[config.mk]
export PLATFORM = sky130hd
export DESIGN_NAME = pll_cfg_regs
export DESIGN_NICKNAME = d
export VERILOG_FILES = /design/src/design/pll_cfg_pkg.sv /design/src/design/level_sync.sv /design/src/design/pll_cfg_regs.sv
export SDC_FILE = /design/constraint.sdc
export NUM_CORES = 1
export LEC_CHECK = 0
export BUFFER_PORTS_ARGS = -buffer_cell sky130_fd_sc_hd__clkbuf_2
export CAP_MARGIN = 20
export CORE_ASPECT_RATIO = 1.25
export CORE_MARGIN = 4
export CORE_UTILIZATION = 30
export DETAILED_ROUTE_END_ITERATION = 12
export PLACE_DENSITY = 0.56
export SLEW_MARGIN = 20
export SYNTH_ARGS = -nofsm -noshare
export SYNTH_HDL_FRONTEND = slang
export SYNTH_SLANG_ARGS = --single-unit
[constraint.sdc]
create_clock -name clk_i -period 1.3 [get_ports clk_i]
set_input_delay 0.065 -clock clk_i [delete_from_list [all_inputs] [get_ports clk_i]]
set_output_delay 0.065 -clock clk_i [all_outputs]
set_load 0.02 [all_outputs]
[src/design/pll_cfg_pkg.sv]
`default_nettype none
package pll_cfg_pkg;

  localparam int REG_W  = 5;
  localparam int ADDR_W = 3;
  localparam int MULT_W = 6;

  // command register offsets
  localparam logic [ADDR_W-1:0] MODE_AND_LOOP1_CONTROL_ADDR           = 3'h0;
  localparam logic [ADDR_W-1:0] INPUT_MULTIPLE_AND_LOOP2_CONTROL_ADDR = 3'h1;
  localparam logic [ADDR_W-1:0] FIRST_OUTPUT_MULTIPLIER_ADDR          = 3'h2;
  localparam logic [ADDR_W-1:0] SECOND_OUTPUT_MULTIPLIER_ADDR         = 3'h3;
  localparam logic [ADDR_W-1:0] OUTPUT_AND_LOCK_CONTROL_ADDR          = 3'h4;

  // reset values
  localparam logic [REG_W-1:0] MODE_AND_LOOP1_CONTROL_RESET           = 5'h00;
  localparam logic [REG_W-1:0] INPUT_MULTIPLE_AND_LOOP2_CONTROL_RESET = 5'h00;
  localparam logic [REG_W-1:0] FIRST_OUTPUT_MULTIPLIER_RESET          = 5'h00;
  localparam logic [REG_W-1:0] SECOND_OUTPUT_MULTIPLIER_RESET         = 5'h00;
  localparam logic [REG_W-1:0] OUTPUT_AND_LOCK_CONTROL_RESET          = 5'h00;
  localparam logic [REG_W-1:0] UNMAPPED_READ_VALUE                    = 5'h00;

  // field positions
  localparam int LOOP_ENABLE_BIT         = 0;
  localparam int UPPER_FIELD_LSB         = 1;
  localparam int UPPER_FIELD_MSB         = 4;
  localparam int FRAME_PULSE_ENABLE_BIT  = 4;
  localparam int FIRST_OUTPUT_ENABLE_BIT = 3;
  localparam int SECOND_OUTPUT_ENABLE_BIT = 2;
  localparam int LOCK_SELECT_MSB         = 1;
  localparam int LOCK_SELECT_LSB         = 0;

  // mode codes of the forward/master family, then high speed and the lowest reserved code
  localparam logic [3:0] MODE_FWD_T1_56_56 = 4'h0;
  localparam logic [3:0] MODE_FWD_T1_56_64 = 4'h1;
  localparam logic [3:0] MODE_FWD_T1_64_64 = 4'h2;
  localparam logic [3:0] MODE_FWD_E1_56_56 = 4'h4;
  localparam logic [3:0] MODE_FWD_E1_56_64 = 4'h5;
  localparam logic [3:0] MODE_FWD_E1_64_64 = 4'h6;
  localparam logic [3:0] MODE_HIGH_SPEED   = 4'hD;
  localparam logic [3:0] MODE_RESERVED_LO  = 4'hE;

  // cycles from a lock pin change to the indicator
  localparam int SYNC_STAGES      = 2;
  localparam int LOCK_PATH_CYCLES = SYNC_STAGES + 1;

  typedef enum logic [1:0] {
    LOCK_BOTH   = 2'b00,
    LOCK_SECOND = 2'b01,
    LOCK_FIRST  = 2'b10,
    LOCK_OFF    = 2'b11
  } lock_sel_t;

  typedef struct packed {
    logic              write;
    logic              read;
    logic [ADDR_W-1:0] addr;
    logic [REG_W-1:0]  wdata;
  } cmd_t;

  typedef struct packed {
    logic frame_pulse;
    logic first_output;
    logic second_output;
  } driver_en_t;

  typedef struct packed {
    logic forward_master;
    logic reference_is_e1;
    logic first_is_64k;
    logic second_is_64k;
    logic high_speed;
    logic reserved;
  } mode_info_t;

endpackage
`default_nettype wire

[src/design/level_sync.sv]
`timescale 1ns/10ps
`default_nettype none
module level_sync #(
  parameter int WIDTH = 1
) (
  input  wire logic             clk_i,
  input  wire logic             rst_i,
  input  wire logic [WIDTH-1:0] async_i,
  output logic      [WIDTH-1:0] sync_o
);

  logic [WIDTH-1:0] meta_reg;

  // the first stage feeds only the second one
  always_ff @(posedge clk_i) begin
    if (rst_i) begin
      meta_reg <= '0;
      sync_o   <= '0;
    end else begin
      meta_reg <= async_i;
      sync_o   <= meta_reg;
    end
  end

endmodule
`default_nettype wire

[src/design/pll_cfg_regs.sv]
// Operation
// - second multiplier holds K minus one
// - output bit four enables frame driver
// - output bit three enables first driver
// - output bit two enables second driver
// - select 00 reports enabled loops locked
// - select 01 follows second loop lock
// - select 10 follows first loop lock
// - select 11 holds indicator low
// - forward mode codes pick reference, rates
// - first loop enable bit runs loop one
// - second loop enable bit runs loop two
`timescale 1ns/10ps
`default_nettype none
module pll_cfg_regs (
  input  wire logic                                    clk_i,
  input  wire logic                                    rst_i,
  input  wire pll_cfg_pkg::cmd_t                       cmd_i,
  input  wire logic                                    first_lock_i,
  input  wire logic                                    second_lock_i,
  output logic       [pll_cfg_pkg::REG_W-1:0]          cmd_rdata_o,
  output logic                                         cmd_rvalid_o,
  output logic                                         first_loop_enable_o,
  output logic                                         second_loop_enable_o,
  output logic       [3:0]                             mode_code_field_o,
  output logic       [3:0]                             input_multiple_field_o,
  output logic       [pll_cfg_pkg::REG_W-1:0]          first_output_multiplier_field_o,
  output logic       [pll_cfg_pkg::REG_W-1:0]          second_output_multiplier_field_o,
  output logic       [pll_cfg_pkg::MULT_W-1:0]         first_multiple_o,
  output logic       [pll_cfg_pkg::MULT_W-1:0]         second_multiple_o,
  output logic       [4:0]                             reference_multiple_o,
  output pll_cfg_pkg::driver_en_t                      driver_en_o,
  output pll_cfg_pkg::mode_info_t                      mode_info_o,
  output logic                                         second_multiple_illegal_o,
  output logic                                         lock_indicator_output_o
);

  logic [pll_cfg_pkg::REG_W-1:0] mode_and_loop1_control_reg;
  logic [pll_cfg_pkg::REG_W-1:0] input_multiple_and_loop2_control_reg;
  logic [pll_cfg_pkg::REG_W-1:0] first_output_multiplier_reg;
  logic [pll_cfg_pkg::REG_W-1:0] second_output_multiplier_reg;
  logic [pll_cfg_pkg::REG_W-1:0] output_and_lock_control_reg;
  logic [1:0]                    lock_sync;
  logic                          first_lock_s;
  logic                          second_lock_s;
  logic [3:0]                    mode_code;
  pll_cfg_pkg::lock_sel_t        lock_sel;
  logic                          lock_indicator_next;
  logic [pll_cfg_pkg::REG_W-1:0] rdata_next;
  logic                          m_legal;

  // lock states come from the analog loops, outside this clock
  level_sync #(
    .WIDTH (2)
  ) u_lock_sync (
    .clk_i   (clk_i),
    .rst_i   (rst_i),
    .async_i ({second_lock_i, first_lock_i}),
    .sync_o  (lock_sync)
  );

  assign first_lock_s  = lock_sync[0];
  assign second_lock_s = lock_sync[1];
  assign mode_code     = mode_and_loop1_control_reg[pll_cfg_pkg::UPPER_FIELD_MSB:pll_cfg_pkg::UPPER_FIELD_LSB];
  assign lock_sel      = pll_cfg_pkg::lock_sel_t'(output_and_lock_control_reg[pll_cfg_pkg::LOCK_SELECT_MSB:
                                                                             pll_cfg_pkg::LOCK_SELECT_LSB]);

  always_ff @(posedge clk_i) begin
    if (rst_i) begin
      mode_and_loop1_control_reg           <= pll_cfg_pkg::MODE_AND_LOOP1_CONTROL_RESET;
      input_multiple_and_loop2_control_reg <= pll_cfg_pkg::INPUT_MULTIPLE_AND_LOOP2_CONTROL_RESET;
      first_output_multiplier_reg          <= pll_cfg_pkg::FIRST_OUTPUT_MULTIPLIER_RESET;
      second_output_multiplier_reg         <= pll_cfg_pkg::SECOND_OUTPUT_MULTIPLIER_RESET;
      output_and_lock_control_reg          <= pll_cfg_pkg::OUTPUT_AND_LOCK_CONTROL_RESET;
    end else if (cmd_i.write) begin
      // writes to the reserved offsets are dropped
      unique case (cmd_i.addr)
        pll_cfg_pkg::MODE_AND_LOOP1_CONTROL_ADDR:           mode_and_loop1_control_reg           <= cmd_i.wdata;
        pll_cfg_pkg::INPUT_MULTIPLE_AND_LOOP2_CONTROL_ADDR: input_multiple_and_loop2_control_reg <= cmd_i.wdata;
        pll_cfg_pkg::FIRST_OUTPUT_MULTIPLIER_ADDR:          first_output_multiplier_reg          <= cmd_i.wdata;
        pll_cfg_pkg::SECOND_OUTPUT_MULTIPLIER_ADDR:         second_output_multiplier_reg         <= cmd_i.wdata;
        pll_cfg_pkg::OUTPUT_AND_LOCK_CONTROL_ADDR:          output_and_lock_control_reg          <= cmd_i.wdata;
        default: begin
        end
      endcase
    end
  end

  always_comb begin
    unique case (cmd_i.addr)
      pll_cfg_pkg::MODE_AND_LOOP1_CONTROL_ADDR:           rdata_next = mode_and_loop1_control_reg;
      pll_cfg_pkg::INPUT_MULTIPLE_AND_LOOP2_CONTROL_ADDR: rdata_next = input_multiple_and_loop2_control_reg;
      pll_cfg_pkg::FIRST_OUTPUT_MULTIPLIER_ADDR:          rdata_next = first_output_multiplier_reg;
      pll_cfg_pkg::SECOND_OUTPUT_MULTIPLIER_ADDR:         rdata_next = second_output_multiplier_reg;
      pll_cfg_pkg::OUTPUT_AND_LOCK_CONTROL_ADDR:          rdata_next = output_and_lock_control_reg;
      default:                                            rdata_next = pll_cfg_pkg::UNMAPPED_READ_VALUE;
    endcase
  end

  // read data is captured one edge after the read and then held
  always_ff @(posedge clk_i) begin
    if (rst_i) begin
      cmd_rdata_o  <= pll_cfg_pkg::UNMAPPED_READ_VALUE;
      cmd_rvalid_o <= 1'b0;
    end else begin
      cmd_rvalid_o <= cmd_i.read;
      if (cmd_i.read) begin
        cmd_rdata_o <= rdata_next;
      end
    end
  end

  // loop enables and multiplier fields, registered copies for the analog side
  always_ff @(posedge clk_i) begin
    if (rst_i) begin
      first_loop_enable_o              <= 1'b0;
      second_loop_enable_o             <= 1'b0;
      mode_code_field_o                <= 4'h0;
      input_multiple_field_o           <= 4'h0;
      first_output_multiplier_field_o  <= 5'h00;
      second_output_multiplier_field_o <= 5'h00;
      first_multiple_o                 <= 6'h01;
      second_multiple_o                <= 6'h01;
      reference_multiple_o             <= 5'h01;
    end else begin
      first_loop_enable_o              <= mode_and_loop1_control_reg[pll_cfg_pkg::LOOP_ENABLE_BIT];
      second_loop_enable_o             <= input_multiple_and_loop2_control_reg[pll_cfg_pkg::LOOP_ENABLE_BIT];
      mode_code_field_o                <= mode_code;
      input_multiple_field_o           <= input_multiple_and_loop2_control_reg[pll_cfg_pkg::UPPER_FIELD_MSB:
                                                                               pll_cfg_pkg::UPPER_FIELD_LSB];
      first_output_multiplier_field_o  <= first_output_multiplier_reg;
      second_output_multiplier_field_o <= second_output_multiplier_reg;
      first_multiple_o                 <= {1'b0, first_output_multiplier_reg} + 6'h01;
      second_multiple_o                <= {1'b0, second_output_multiplier_reg} + 6'h01;
      reference_multiple_o             <= {1'b0, input_multiple_and_loop2_control_reg[pll_cfg_pkg::UPPER_FIELD_MSB:
                                                   pll_cfg_pkg::UPPER_FIELD_LSB]} + 5'h01;
    end
  end

  // driver enables, one bit each in the output control register
  always_ff @(posedge clk_i) begin
    if (rst_i) begin
      driver_en_o <= '0;
    end else begin
      driver_en_o.frame_pulse   <= output_and_lock_control_reg[pll_cfg_pkg::FRAME_PULSE_ENABLE_BIT];
      driver_en_o.first_output  <= output_and_lock_control_reg[pll_cfg_pkg::FIRST_OUTPUT_ENABLE_BIT];
      driver_en_o.second_output <= output_and_lock_control_reg[pll_cfg_pkg::SECOND_OUTPUT_ENABLE_BIT];
    end
  end

  // the field value is M itself in high speed mode; flag values the loop cannot make
  assign m_legal = (second_output_multiplier_reg == 5'h01) || (second_output_multiplier_reg == 5'h02) ||
                   (second_output_multiplier_reg == 5'h04) || (second_output_multiplier_reg == 5'h08);

  always_ff @(posedge clk_i) begin
    if (rst_i) begin
      mode_info_o               <= '0;
      second_multiple_illegal_o <= 1'b0;
    end else begin
      mode_info_o.forward_master  <= (mode_code == pll_cfg_pkg::MODE_FWD_T1_56_56) ||
                                     (mode_code == pll_cfg_pkg::MODE_FWD_T1_56_64) ||
                                     (mode_code == pll_cfg_pkg::MODE_FWD_T1_64_64) ||
                                     (mode_code == pll_cfg_pkg::MODE_FWD_E1_56_56) ||
                                     (mode_code == pll_cfg_pkg::MODE_FWD_E1_56_64) ||
                                     (mode_code == pll_cfg_pkg::MODE_FWD_E1_64_64);
      mode_info_o.reference_is_e1 <= mode_code[2];
      mode_info_o.first_is_64k    <= (mode_code[1:0] == 2'b10);
      mode_info_o.second_is_64k   <= (mode_code[1:0] == 2'b01) || (mode_code[1:0] == 2'b10);
      mode_info_o.high_speed      <= (mode_code == pll_cfg_pkg::MODE_HIGH_SPEED);
      mode_info_o.reserved        <= (mode_code >= pll_cfg_pkg::MODE_RESERVED_LO);
      second_multiple_illegal_o   <= (mode_code == pll_cfg_pkg::MODE_HIGH_SPEED) && !m_legal;
    end
  end

  always_comb begin
    unique case (lock_sel)
      pll_cfg_pkg::LOCK_BOTH: begin
        // a disabled loop does not hold the indicator low; none enabled reads low
        lock_indicator_next = (mode_and_loop1_control_reg[pll_cfg_pkg::LOOP_ENABLE_BIT] ||
                               input_multiple_and_loop2_control_reg[pll_cfg_pkg::LOOP_ENABLE_BIT]) &&
                              (!mode_and_loop1_control_reg[pll_cfg_pkg::LOOP_ENABLE_BIT] || first_lock_s) &&
                              (!input_multiple_and_loop2_control_reg[pll_cfg_pkg::LOOP_ENABLE_BIT] ||
                               second_lock_s);
      end
      pll_cfg_pkg::LOCK_SECOND: lock_indicator_next = second_lock_s;
      pll_cfg_pkg::LOCK_FIRST:  lock_indicator_next = first_lock_s;
      pll_cfg_pkg::LOCK_OFF:    lock_indicator_next = 1'b0;
    endcase
  end

  always_ff @(posedge clk_i) begin
    if (rst_i) begin
      lock_indicator_output_o <= 1'b0;
    end else begin
      lock_indicator_output_o <= lock_indicator_next;
    end
  end
endmodule
`default_nettype wire
==> flow_metrics.env, run 1 <==
export IMPL_whs_endpoint="input_multiple_and_loop2_control_reg[0]$_SDFFE_PP0P_"
export IMPL_worstSetupStartpointType="flip-flop"
export IMPL_grt_pass1_wl_um=11000
export IMPL_synth_nets=309
export IMPL_min_from="cmd_i[0]"
export IMPL_cts_buffer_depth=2
export IMPL_crit_family="compound AO/OA/AOI/OAI gates"
export IMPL_vias=2203
export IMPL_post_cts_buffers=0
export IMPL_drc=0
export IMPL_worstPathArrival_ns=1.41
export IMPL_dieArea_um2=11600
export IMPL_nNetsFinal=394
export IMPL_postLayoutCellArea_um2=3840
export IMPL_synth_edf_count=0
export IMPL_first_pass_iters=4
export IMPL_largestRegisters="first_multiple_o (6), second_multiple_o (6)"
export IMPL_coreArea_um2=9660
export IMPL_slew_viol_final=0
export IMPL_setup_viol=0
export IMPL_power_density_nw_per_um2=1340
export IMPL_r2r_start="mode_and_loop1_control_reg[1]$_SDFFE_PP0P_"
export IMPL_die_h_um=119
export IMPL_area_delta_synth_final_pct=28.9
export IMPL_yosys_most_used_dff="dfxtp_1"
export IMPL_dp_hpwl_um=5010
export IMPL_first_iter_violations=91
export IMPL_grtUsageTotal_pct=12.3
export IMPL_cp_slowest_stage_delay_ns=0.34
export IMPL_synth_top_area_cell="dfxtp_1"
export IMPL_yosysTopAreaCellShare_pct=55.1
export IMPL_initial_core_util_pct=30.9
export IMPL_grt_pass1_vias=2165
export IMPL_drive_gt1_share_pct=31.3
export IMPL_status="finished, final reports clean"
export IMPL_slew_headroom_pct=71.8
export IMPL_ioPinCount=68
export IMPL_clock_sinks=82
export IMPL_peakVddDrop_mv=0.695
export IMPL_root_buffer="clkbuf_16"
export IMPL_async_flop_share_pct=0
export IMPL_cts_tree="built"
export IMPL_max_cap_violations=0
export IMPL_synthesis_area_um2=2980
export IMPL_cellLeakagePower_nw=1.72
export IMPL_critPathMaxFanout=5
export IMPL_postRouteAntennaNets=0
export IMPL_fmax_ghz=0.835
export IMPL_cts_buffers=9
export IMPL_crit_chain="inv_1 -> o21ai_0 -> a222oi_1 -> a211oi_1"
export IMPL_clock_latency_ns=0.34
export IMPL_antenna_found_initial=0
export IMPL_die_w_um=97.2
export IMPL_fin_skew_ns=0.00940
export IMPL_multi_input_area_um2=1210
export IMPL_rrSetupSlack_ns=0.10
export IMPL_whs_path_depth=3
export IMPL_fin_crit_sh_pct=92.1
export IMPL_rr_endpoint="cmd_rdata_o[1]$_SDFFE_PP0P_"
export IMPL_yosysSeqAreaShare_pct=55.1
export IMPL_nFillCells=977
export IMPL_n_antenna_cell=0
export IMPL_required_ns=1.51
export IMPL_ys_ff_latch=82
export IMPL_timing_critical_path_buf_inv=1
export IMPL_dpl_worst_slack_ns=-0.110
export IMPL_fin_ws_ns=0.102
export IMPL_yosys_warnings=0
export IMPL_slowest_stage="a222oi_1"
export IMPL_gr_total_overflow=0
export IMPL_yosysMostFrequentCell="dfxtp_1"
export IMPL_wl_um=6760
export IMPL_placed_area_um2=3560
export IMPL_numPortBuffers=67
export IMPL_tightestPinTransition_ns=0.423
export IMPL_cp_end_kind="flip-flop"
export IMPL_finalHoldViolCount=0
export IMPL_synth_cell_types=37
export IMPL_grt_setup_unrepaired="false"
export IMPL_timing_final_crit_period_ns=1.20
export IMPL_drt_vias_per_instance=4.41
export IMPL_row_count=40
export IMPL_place_congestion=0.814
export IMPL_netlist_top_cells_count="82 x dfxtp_1, 52 x nor2_1, 26 x nor2b_1"
export IMPL_wl_per_cell_um=13.5
export IMPL_seq_area_um2=1640
export IMPL_grt_max_degree=20
export IMPL_htreeDepth=3
export IMPL_synth_cells=286
export IMPL_min_path_type="in -> reg"
export IMPL_netlist_top_cells_area="dfxtp_1 55%, mux2i_1 7.1%, nor2_1 6.5%, nor2b_1 5.5%, ha_1 3.8%"
export IMPL_clk_pin_slew_ns=0.06
export IMPL_synth_area_per_cell_um2=10.4
export IMPL_reg2reg_depth=4
export IMPL_crit_type="reg -> reg"
==> stage by stage <==
step	cells	utilization, %	hold WS [ns]	total power [mW]	setup TNS, ns
after floorplan	286	-	0.144	2.84	0
after CTS	500	39.7	0.0391	5.25	0
after global placement	484	36.9	0.278	2.97	-0.00505
after detailed placement	484	36.9	0.279	2.98	-0.501
final	500	39.8	0.0500	5.15	0
after global routing	500	39.8	0.0760	5.37	0
==> kinds of logic after synthesis <==
| group | synth area share (%) |
|---|---|
| AO/OA/AOI/OAI | 5.96 |
| buffers and inverters | 4.24 |
| AND/OR/NAND/NOR | 18.9 |
| flip-flops | 55.1 |
| XOR/XNOR | 2.35 |
| adder cells (fa/ha/maj) | 3.78 |
| multiplexers | 9.70 |
==> routing by layer <==
layer  global-route usage, %  share of wire (%)
met5                       0                  0
met2                    19.6                 48
met1                    14.5                 44
met4                    5.79                2.0
met3                    4.69                5.8
==> cell usage in the layout (no fill, tap or decap), types with 2 or more instances in the layout <==
master         netlist  layout
a21oi_1              7       7
and3_1               2       2
nor4bb_1             2       2
xnor2_1              3       3
nand4_1              2       2
clkbuf_2             0      67
a222oi_1             4       4
nor2b_1             26      26
ha_1                 9       9
mux2i_1             21      21
clkbuf_16            0       9
dfxtp_2              0       2
clkinv_2             0       3
dfxtp_1             82      80
nor2_1              52      52
a211oi_1             5       5
dlygate4sd3_1        0       2
nand2_1              8       8
xor2_1               5       5
inv_1               10      10
buf_4                4      21
mux2_2               7       7
o21ai_0              4       4
nor3_1               2       2
nand3_1              5       5
==> where the power goes <==
part / total [mW] / switching (mW) / internal, mW
clock network: 2.23 / 0.964 / 1.27
logic: 0.333 / 0.200 / 0.133
registers: 2.59 / 0.0279 / 2.56
==> cell type report <==
| cell class | count | area share (%) |
|---|---|---|
| sequential | 82 | 42.8 |
| timing repair buffer | 91 | 13.9 |
| tap | 126 | 4.10 |
| multi-input combinational | 177 | 31.6 |
| clock buffer | 9 | 5.86 |
| inverter | 10 | 0.977 |
| clock inverter | 5 | 0.814 |
==> worst max-delay path by stage <==
stage	start	slack, ns	endpoint	depth (start not counted)
after floorplan	second_output_multiplier_reg[3]$_SDFFE_PP0P_	0.13	cmd_rdata_o[3]$_SDFFE_PP0P_	4
after global placement	cmd_i[5]	-0.004	cmd_rdata_o[4]$_SDFFE_PP0P_	4
after detailed placement	cmd_i[5]	-0.11	cmd_rdata_o[0]$_SDFFE_PP0P_	5
after CTS	second_output_multiplier_reg[0]$_SDFFE_PP0P_	0.04	second_multiple_illegal_o$_SDFF_PP0_	5
after global routing	mode_and_loop1_control_reg[1]$_SDFFE_PP0P_	0.008	cmd_rdata_o[1]$_SDFFE_PP0P_	4
final	mode_and_loop1_control_reg[1]$_SDFFE_PP0P_	0.10	cmd_rdata_o[1]$_SDFFE_PP0P_	4
==> timing repair <==
item,4_1_cts,5_1_grt
setup endpoints to repair,0,1
hold buffers,2,0
resized for setup,0,2
endpoints found under the hold margin,2,0
==> worst min-delay path, cell delays in order <==
cell	delay [ns]
clkbuf_2	0.14
a21oi_1	0.08
nor2_1	0.07
Power figures use the tool's default switching activity.
==> inputs of run 2 (changes only) <==
--- a/config.mk
+++ b/config.mk
@@ -11,6 +11,7 @@
 export CORE_MARGIN = 4
 export CORE_UTILIZATION = 30
 export DETAILED_ROUTE_END_ITERATION = 12
+export MAX_ROUTING_LAYER = met4
 export PLACE_DENSITY = 0.56
 export SLEW_MARGIN = 20
 export SYNTH_ARGS = -nofsm -noshare
==> constraint.sdc (replaced) <==
create_clock -name clk_i -period 1.51 [get_ports clk_i]
set_input_delay 0.0755 -clock clk_i [delete_from_list [all_inputs] [get_ports clk_i]]
set_output_delay 0.0755 -clock clk_i [all_outputs]
set_load 0.02 [all_outputs]
==> run 2 against run 1 <==
Against the previous run:
- via count shrank 0.82%
- count of clock-buffer cells in the layout grew 2
- core utilization is essentially flat
- critical path depth shrank 1
- non-clock buffer count shrank 10
- sequential power shrank 14%
- register-to-register slack gained 0.09 ns
- largest cell class unchanged
- critical path type unchanged
- highest routed layer unchanged
- power shrank 4.8%
- wire length shrank 1.5%
==> flow_metrics.env, run 2 (synthesis results as in run 1) <==
export IMPL_drt_vias_per_instance=4.44
export IMPL_grtUsageTotal_pct=12.5
export IMPL_fin_skew_ns=0.00903
export IMPL_dieArea_um2=11600
export IMPL_n_antenna_cell=0
export IMPL_wl_per_cell_um=13.5
export IMPL_wl_um=6660
export IMPL_gr_total_overflow=0
export IMPL_peakVddDrop_mv=0.522
export IMPL_r2r_start="second_output_multiplier_reg[3]$_SDFFE_PP0P_"
export IMPL_max_cap_violations=0
export IMPL_antenna_found_initial=0
export IMPL_min_path_type="in -> reg"
export IMPL_tightestPinTransition_ns=0.499
export IMPL_cts_buffers=9
export IMPL_finalHoldViolCount=0
export IMPL_row_count=40
export IMPL_rr_endpoint="cmd_rdata_o[3]$_SDFFE_PP0P_"
export IMPL_critPathMaxFanout=9
export IMPL_cp_end_kind="flip-flop"
export IMPL_nFillCells=994
export IMPL_rrSetupSlack_ns=0.19
export IMPL_grt_setup_unrepaired="false"
export IMPL_die_w_um=97.2
export IMPL_setup_viol=0
export IMPL_grt_pass1_vias=2191
export IMPL_slew_viol_final=0
export IMPL_use_met3_pct=4.04
export IMPL_first_pass_iters=7
export IMPL_required_ns=1.72
export IMPL_ioPinCount=68
export IMPL_clk_pin_slew_ns=0.06
export IMPL_mostFrequentLayoutCell="dfxtp_1"
export IMPL_fin_crit_sh_pct=87.4
export IMPL_crit_end="cmd_rdata_o[3]$_SDFFE_PP0P_"
export IMPL_cts_buffer_depth=2
export IMPL_postRouteAntennaNets=0
export IMPL_vias=2185
export IMPL_met2_usage_pct=19.6
export IMPL_final_cell_mix="82 x dfxtp_1, 67 x clkbuf_2, 52 x nor2_1"
export IMPL_drc=0
export IMPL_crit_type="reg -> reg"
export IMPL_grt_pass1_wl_um=11100
export IMPL_use_met1_pct=14.5
export IMPL_timing_final_crit_period_ns=1.32
export IMPL_nNetsFinal=384
export IMPL_startpoint="second_output_multiplier_reg[3]$_SDFFE_PP0P_"
export IMPL_place_congestion=0.867
export IMPL_tns_ns=0
export IMPL_slew_headroom_pct=66.6
export IMPL_root_buffer="clkbuf_16"
export IMPL_worstPathArrival_ns=1.53
export IMPL_reg2reg_depth=3
export IMPL_htreeDepth=3
export IMPL_drive_gt1_share_pct=29.2
export IMPL_fin_util_pct=39.8
export IMPL_first_iter_violations=97
export IMPL_area_delta_synth_final_pct=29.0
export IMPL_numPortBuffers=67
export IMPL_worstSetupStartpointType="flip-flop"
export IMPL_cts_tree="built"
export IMPL_grt_max_degree=23
export IMPL_status="finished, final reports clean"
export IMPL_clock_latency_ns=0.34
export IMPL_fmax_ghz=0.757
export IMPL_largestRegisters="first_multiple_o (6), second_multiple_o (6)"
export IMPL_clock_sinks=82
export IMPL_coreArea_um2=9660
export IMPL_die_h_um=119
export IMPL_dp_hpwl_um=5030
export IMPL_cellLeakagePower_nw=1.70
export IMPL_power_density_nw_per_um2=1280
export IMPL_initial_core_util_pct=30.9
export IMPL_top_usage_layer="met2"
==> run 2: power by group <==
group,internal [mW],total [mW],switching (mW)
Clock,1.55,2.41,0.860
Sequential,2.21,2.23,0.0275
Combinational,0.106,0.268,0.163
==> run 2: how the worst min path moves through the flow <==
stage / from / to / slack, ns / cells after the start
floorplan: rst_i / input_multiple_field_o[2]$_SDFF_PP0_ / 0.15 / 1
global placement: second_lock_i / u_lock_sync.meta_reg[1]$_SDFF_PP0_ / 0.29 / 2
detailed placement: first_lock_i / u_lock_sync.meta_reg[0]$_SDFF_PP0_ / 0.30 / 2
CTS: rst_i / first_output_multiplier_reg[3]$_SDFFE_PP0P_ / 0.03 / 2
global route: rst_i / first_output_multiplier_reg[3]$_SDFFE_PP0P_ / 0.05 / 2
finish: rst_i / first_output_multiplier_reg[3]$_SDFFE_PP0P_ / 0.03 / 2
==> run 2: final cells by class <==
| class | instances | area (um^2) | area share (%) |
|---|---|---|---|
| Clock inverter | 5 | 85.1 | 2.21 |
| Clock buffer | 11 | 253 | 6.57 |
| Timing Repair Buffer | 81 | 458 | 11.9 |
| Inverter | 10 | 37.5 | 0.976 |
| Tap cell | 126 | 158 | 4.10 |
| Sequential cell | 82 | 1640 | 42.7 |
| Multi-Input combinational cell | 177 | 1210 | 31.5 |
==> run 2: repair_timing <==
action,4_1_cts,5_1_grt
gates resized for setup,0,0
hold buffers,2,0
endpoints found under the setup margin,0,0
endpoints found under the hold margin,2,0
buffers inserted,0,0
==> run 2: stage by stage <==
| stage | std cells | total power, mW | worst slack (ns) | cell area, um^2 | hold slack, ns |
|---|---|---|---|---|---|
| finish | 492 | 4.91 | 0.190 | 3840 | 0.0349 |
| floorplan | 286 | 2.45 | 0.343 | 2980 | 0.155 |
| detailed placement | 474 | 2.55 | 0.165 | 3490 | 0.300 |
| CTS | 492 | 4.99 | 0.205 | 3840 | 0.0324 |
| global route | 492 | 5.10 | 0.0911 | 3840 | 0.0545 |
| global placement | 474 | 2.55 | 0.198 | 3490 | 0.294 |
==> run 2: critical path, stage by stage (launching register included) <==
cell      delay (ns)
dfxtp_1         0.40
mux2_2          0.31
a221oi_1        0.36
a211oi_1        0.13
==> run 2: routing by layer <==
| metal | vias to the layer above | wire, um |
|---|---|---|
| met2 | 60 | 3250 |
| met1 | 1003 | 2900 |
| met4 | 0 | 140 |
| met3 | 12 | 357 |
| met5 | - | 0 |
| li1 | 1110 | - |
==> inputs of run 3 (changes only) <==
--- a/config.mk
+++ b/config.mk
@@ -13,6 +13,7 @@
 export DETAILED_ROUTE_END_ITERATION = 12
 export MAX_ROUTING_LAYER = met4
 export PLACE_DENSITY = 0.56
+export REMOVE_ABC_BUFFERS = 1
 export SLEW_MARGIN = 20
 export SYNTH_ARGS = -nofsm -noshare
 export SYNTH_HDL_FRONTEND = slang
==> run 3 against run 2 <==
Against the previous run:
- highest routed layer unchanged
- clock skew fell by 0.0011 ns
- critical path type unchanged
- non-clock buffer count is 5 lower
- critical path depth is the same
- via count up 0.96%
- worst hold slack better by 0.019 ns
- sequential power is essentially flat
- combinational power is 3% lower
- flip-flop and latch count unchanged
- power shrank 8.8%
==> flow_metrics.env, run 3 (synthesis results as in run 1) <==
export IMPL_fmax_ghz=0.746
export IMPL_mostFrequentLayoutCell="dfxtp_1"
export IMPL_fin_skew_ns=0.00798
export IMPL_peakVddDrop_mv=0.485
export IMPL_grtUsageTotal_pct=12.8
export IMPL_nFillCells=980
export IMPL_row_count=40
export IMPL_cts_tree="built"
export IMPL_timing_final_crit_period_ns=1.34
export IMPL_ioPinCount=68
export IMPL_cts_buffer_depth=2
export IMPL_slowest_stage="dfxtp_1"
export IMPL_critPathMaxFanout=9
export IMPL_gr_total_overflow=0
export IMPL_largestRegisters="first_multiple_o (6), second_multiple_o (6)"
export IMPL_placed_area_um2=3440
export IMPL_n_antenna_cell=0
export IMPL_worstSetupStartpointType="flip-flop"
export IMPL_dieArea_um2=11600
export IMPL_reg2reg_depth=3
export IMPL_cts_hold_buf=2
export IMPL_grt_pass1_vias=2189
export IMPL_drive_gt1_share_pct=27.5
export IMPL_setup_viol=0
export IMPL_tightestPinTransition_ns=0.477
export IMPL_post_cts_buffers=0
export IMPL_cp_end_kind="flip-flop"
export IMPL_clock_sinks=82
export IMPL_coreArea_um2=9660
export IMPL_place_congestion=0.888
export IMPL_fin_ws_ns=0.169
export IMPL_antenna_found_initial=0
export IMPL_worstPathArrival_ns=1.54
export IMPL_grt_max_degree=43
export IMPL_hold_slack_ns=0.0538
export IMPL_cts_buffers=9
export IMPL_nNetsFinal=379
export IMPL_drt_vias_per_instance=4.54
export IMPL_crit_chain="mux2_2 -> a221oi_1 -> a211oi_1"
export IMPL_drc=0
export IMPL_clk_pin_slew_ns=0.06
export IMPL_tns_ns=0
export IMPL_wl_per_cell_um=14.4
export IMPL_max_cap_violations=0
export IMPL_required_ns=1.71
export IMPL_final_cell_mix="82 x dfxtp_1, 67 x clkbuf_2, 52 x nor2_1"
export IMPL_clock_latency_ns=0.33
export IMPL_vias=2206
export IMPL_power_density_nw_per_um2=1200
export IMPL_fin_crit_sh_pct=88.8
export IMPL_finalHoldViolCount=0
export IMPL_first_iter_violations=123
export IMPL_whs_path_depth=2
export IMPL_root_buffer="clkbuf_16"
export IMPL_die_h_um=119
export IMPL_cp_slowest_stage_delay_ns=0.40
export IMPL_timing_critical_path_buf_inv=0
export IMPL_cts_resized=0
export IMPL_cellLeakagePower_nw=1.64
export IMPL_dp_hpwl_um=5010
export IMPL_crit_type="reg -> reg"
export IMPL_initial_core_util_pct=30.9
export IMPL_grt_pass1_wl_um=11300
export IMPL_slew_headroom_pct=68.1
export IMPL_htreeDepth=3
export IMPL_dpl_worst_slack_ns=0.0747
export IMPL_status="finished, final reports clean"
export IMPL_first_pass_iters=5
export IMPL_crit_family="compound AO/OA/AOI/OAI gates"
export IMPL_grt_setup_unrepaired="false"
export IMPL_slew_viol_final=0
export IMPL_numPortBuffers=67
export IMPL_postLayoutCellArea_um2=3730
export IMPL_area_delta_synth_final_pct=25.1
export IMPL_die_w_um=97.2
export IMPL_wl_um=6980
export IMPL_min_path_type="in -> reg"
export IMPL_crit_cells=3
export IMPL_postRouteAntennaNets=0
run 3: changes by cell type in the layout (fill, tap and decap cells not counted), sizes merged:
cell,previous run,this run
clkbuf,78,80
inv,11,10
buf,12,7
bufinv,2,0
run 3: metrics by stage:
| stage | util, % | total power, mW | instances |
|---|---|---|---|
| finish | 38.6 | 4.48 | 486 |
| detailed placement | 35.6 | 2.54 | 469 |
| global route | 38.6 | 4.66 | 486 |
| floorplan | - | 2.40 | 269 |
| CTS | 38.6 | 4.54 | 486 |
| global placement | 35.6 | 2.54 | 469 |
run 3: area by class of cell:
cell class | count | area (um^2) | share of cell area [%]
flip-flops and latches | 82 | 1640 | 44.0
multi-input cells | 177 | 1210 | 32.5
repair buffers | 76 | 408 | 10.9
clock buffers | 13 | 260 | 6.98
well taps | 126 | 158 | 4.23
inverters | 10 | 37.5 | 1.01
clock inverters | 2 | 12.5 | 0.335
run 3: path summary, 6_finish.rpt:
check | from | to | slack, ns
max | second_output_multiplier_reg[3]$_SDFFE_PP0P_ | cmd_rdata_o[3]$_SDFFE_PP0P_ | 0.17
min | rst_i | u_lock_sync.meta_reg[0]$_SDFF_PP0_ | 0.05
max reg2reg | second_output_multiplier_reg[3]$_SDFFE_PP0P_ | cmd_rdata_o[3]$_SDFFE_PP0P_ | 0.17
min reg2reg | u_lock_sync.meta_reg[0]$_SDFF_PP0_ | u_lock_sync.sync_o[0]$_SDFF_PP0_ | 0.44
run 3: power by group:
group / total (mW) / internal, mW / switching [mW]
combinational: 0.261 / 0.0977 / 0.163
sequential: 2.24 / 2.21 / 0.0290
clock: 1.98 / 1.19 / 0.787
total: 4.48 / 3.50 / 0.979
run 3: layer usage:
layer	track usage, %	wire length [um]
met5	-	0
met4	5.44	134
met3	3.87	322
met2	21.9	3620
met1	13.6	2900
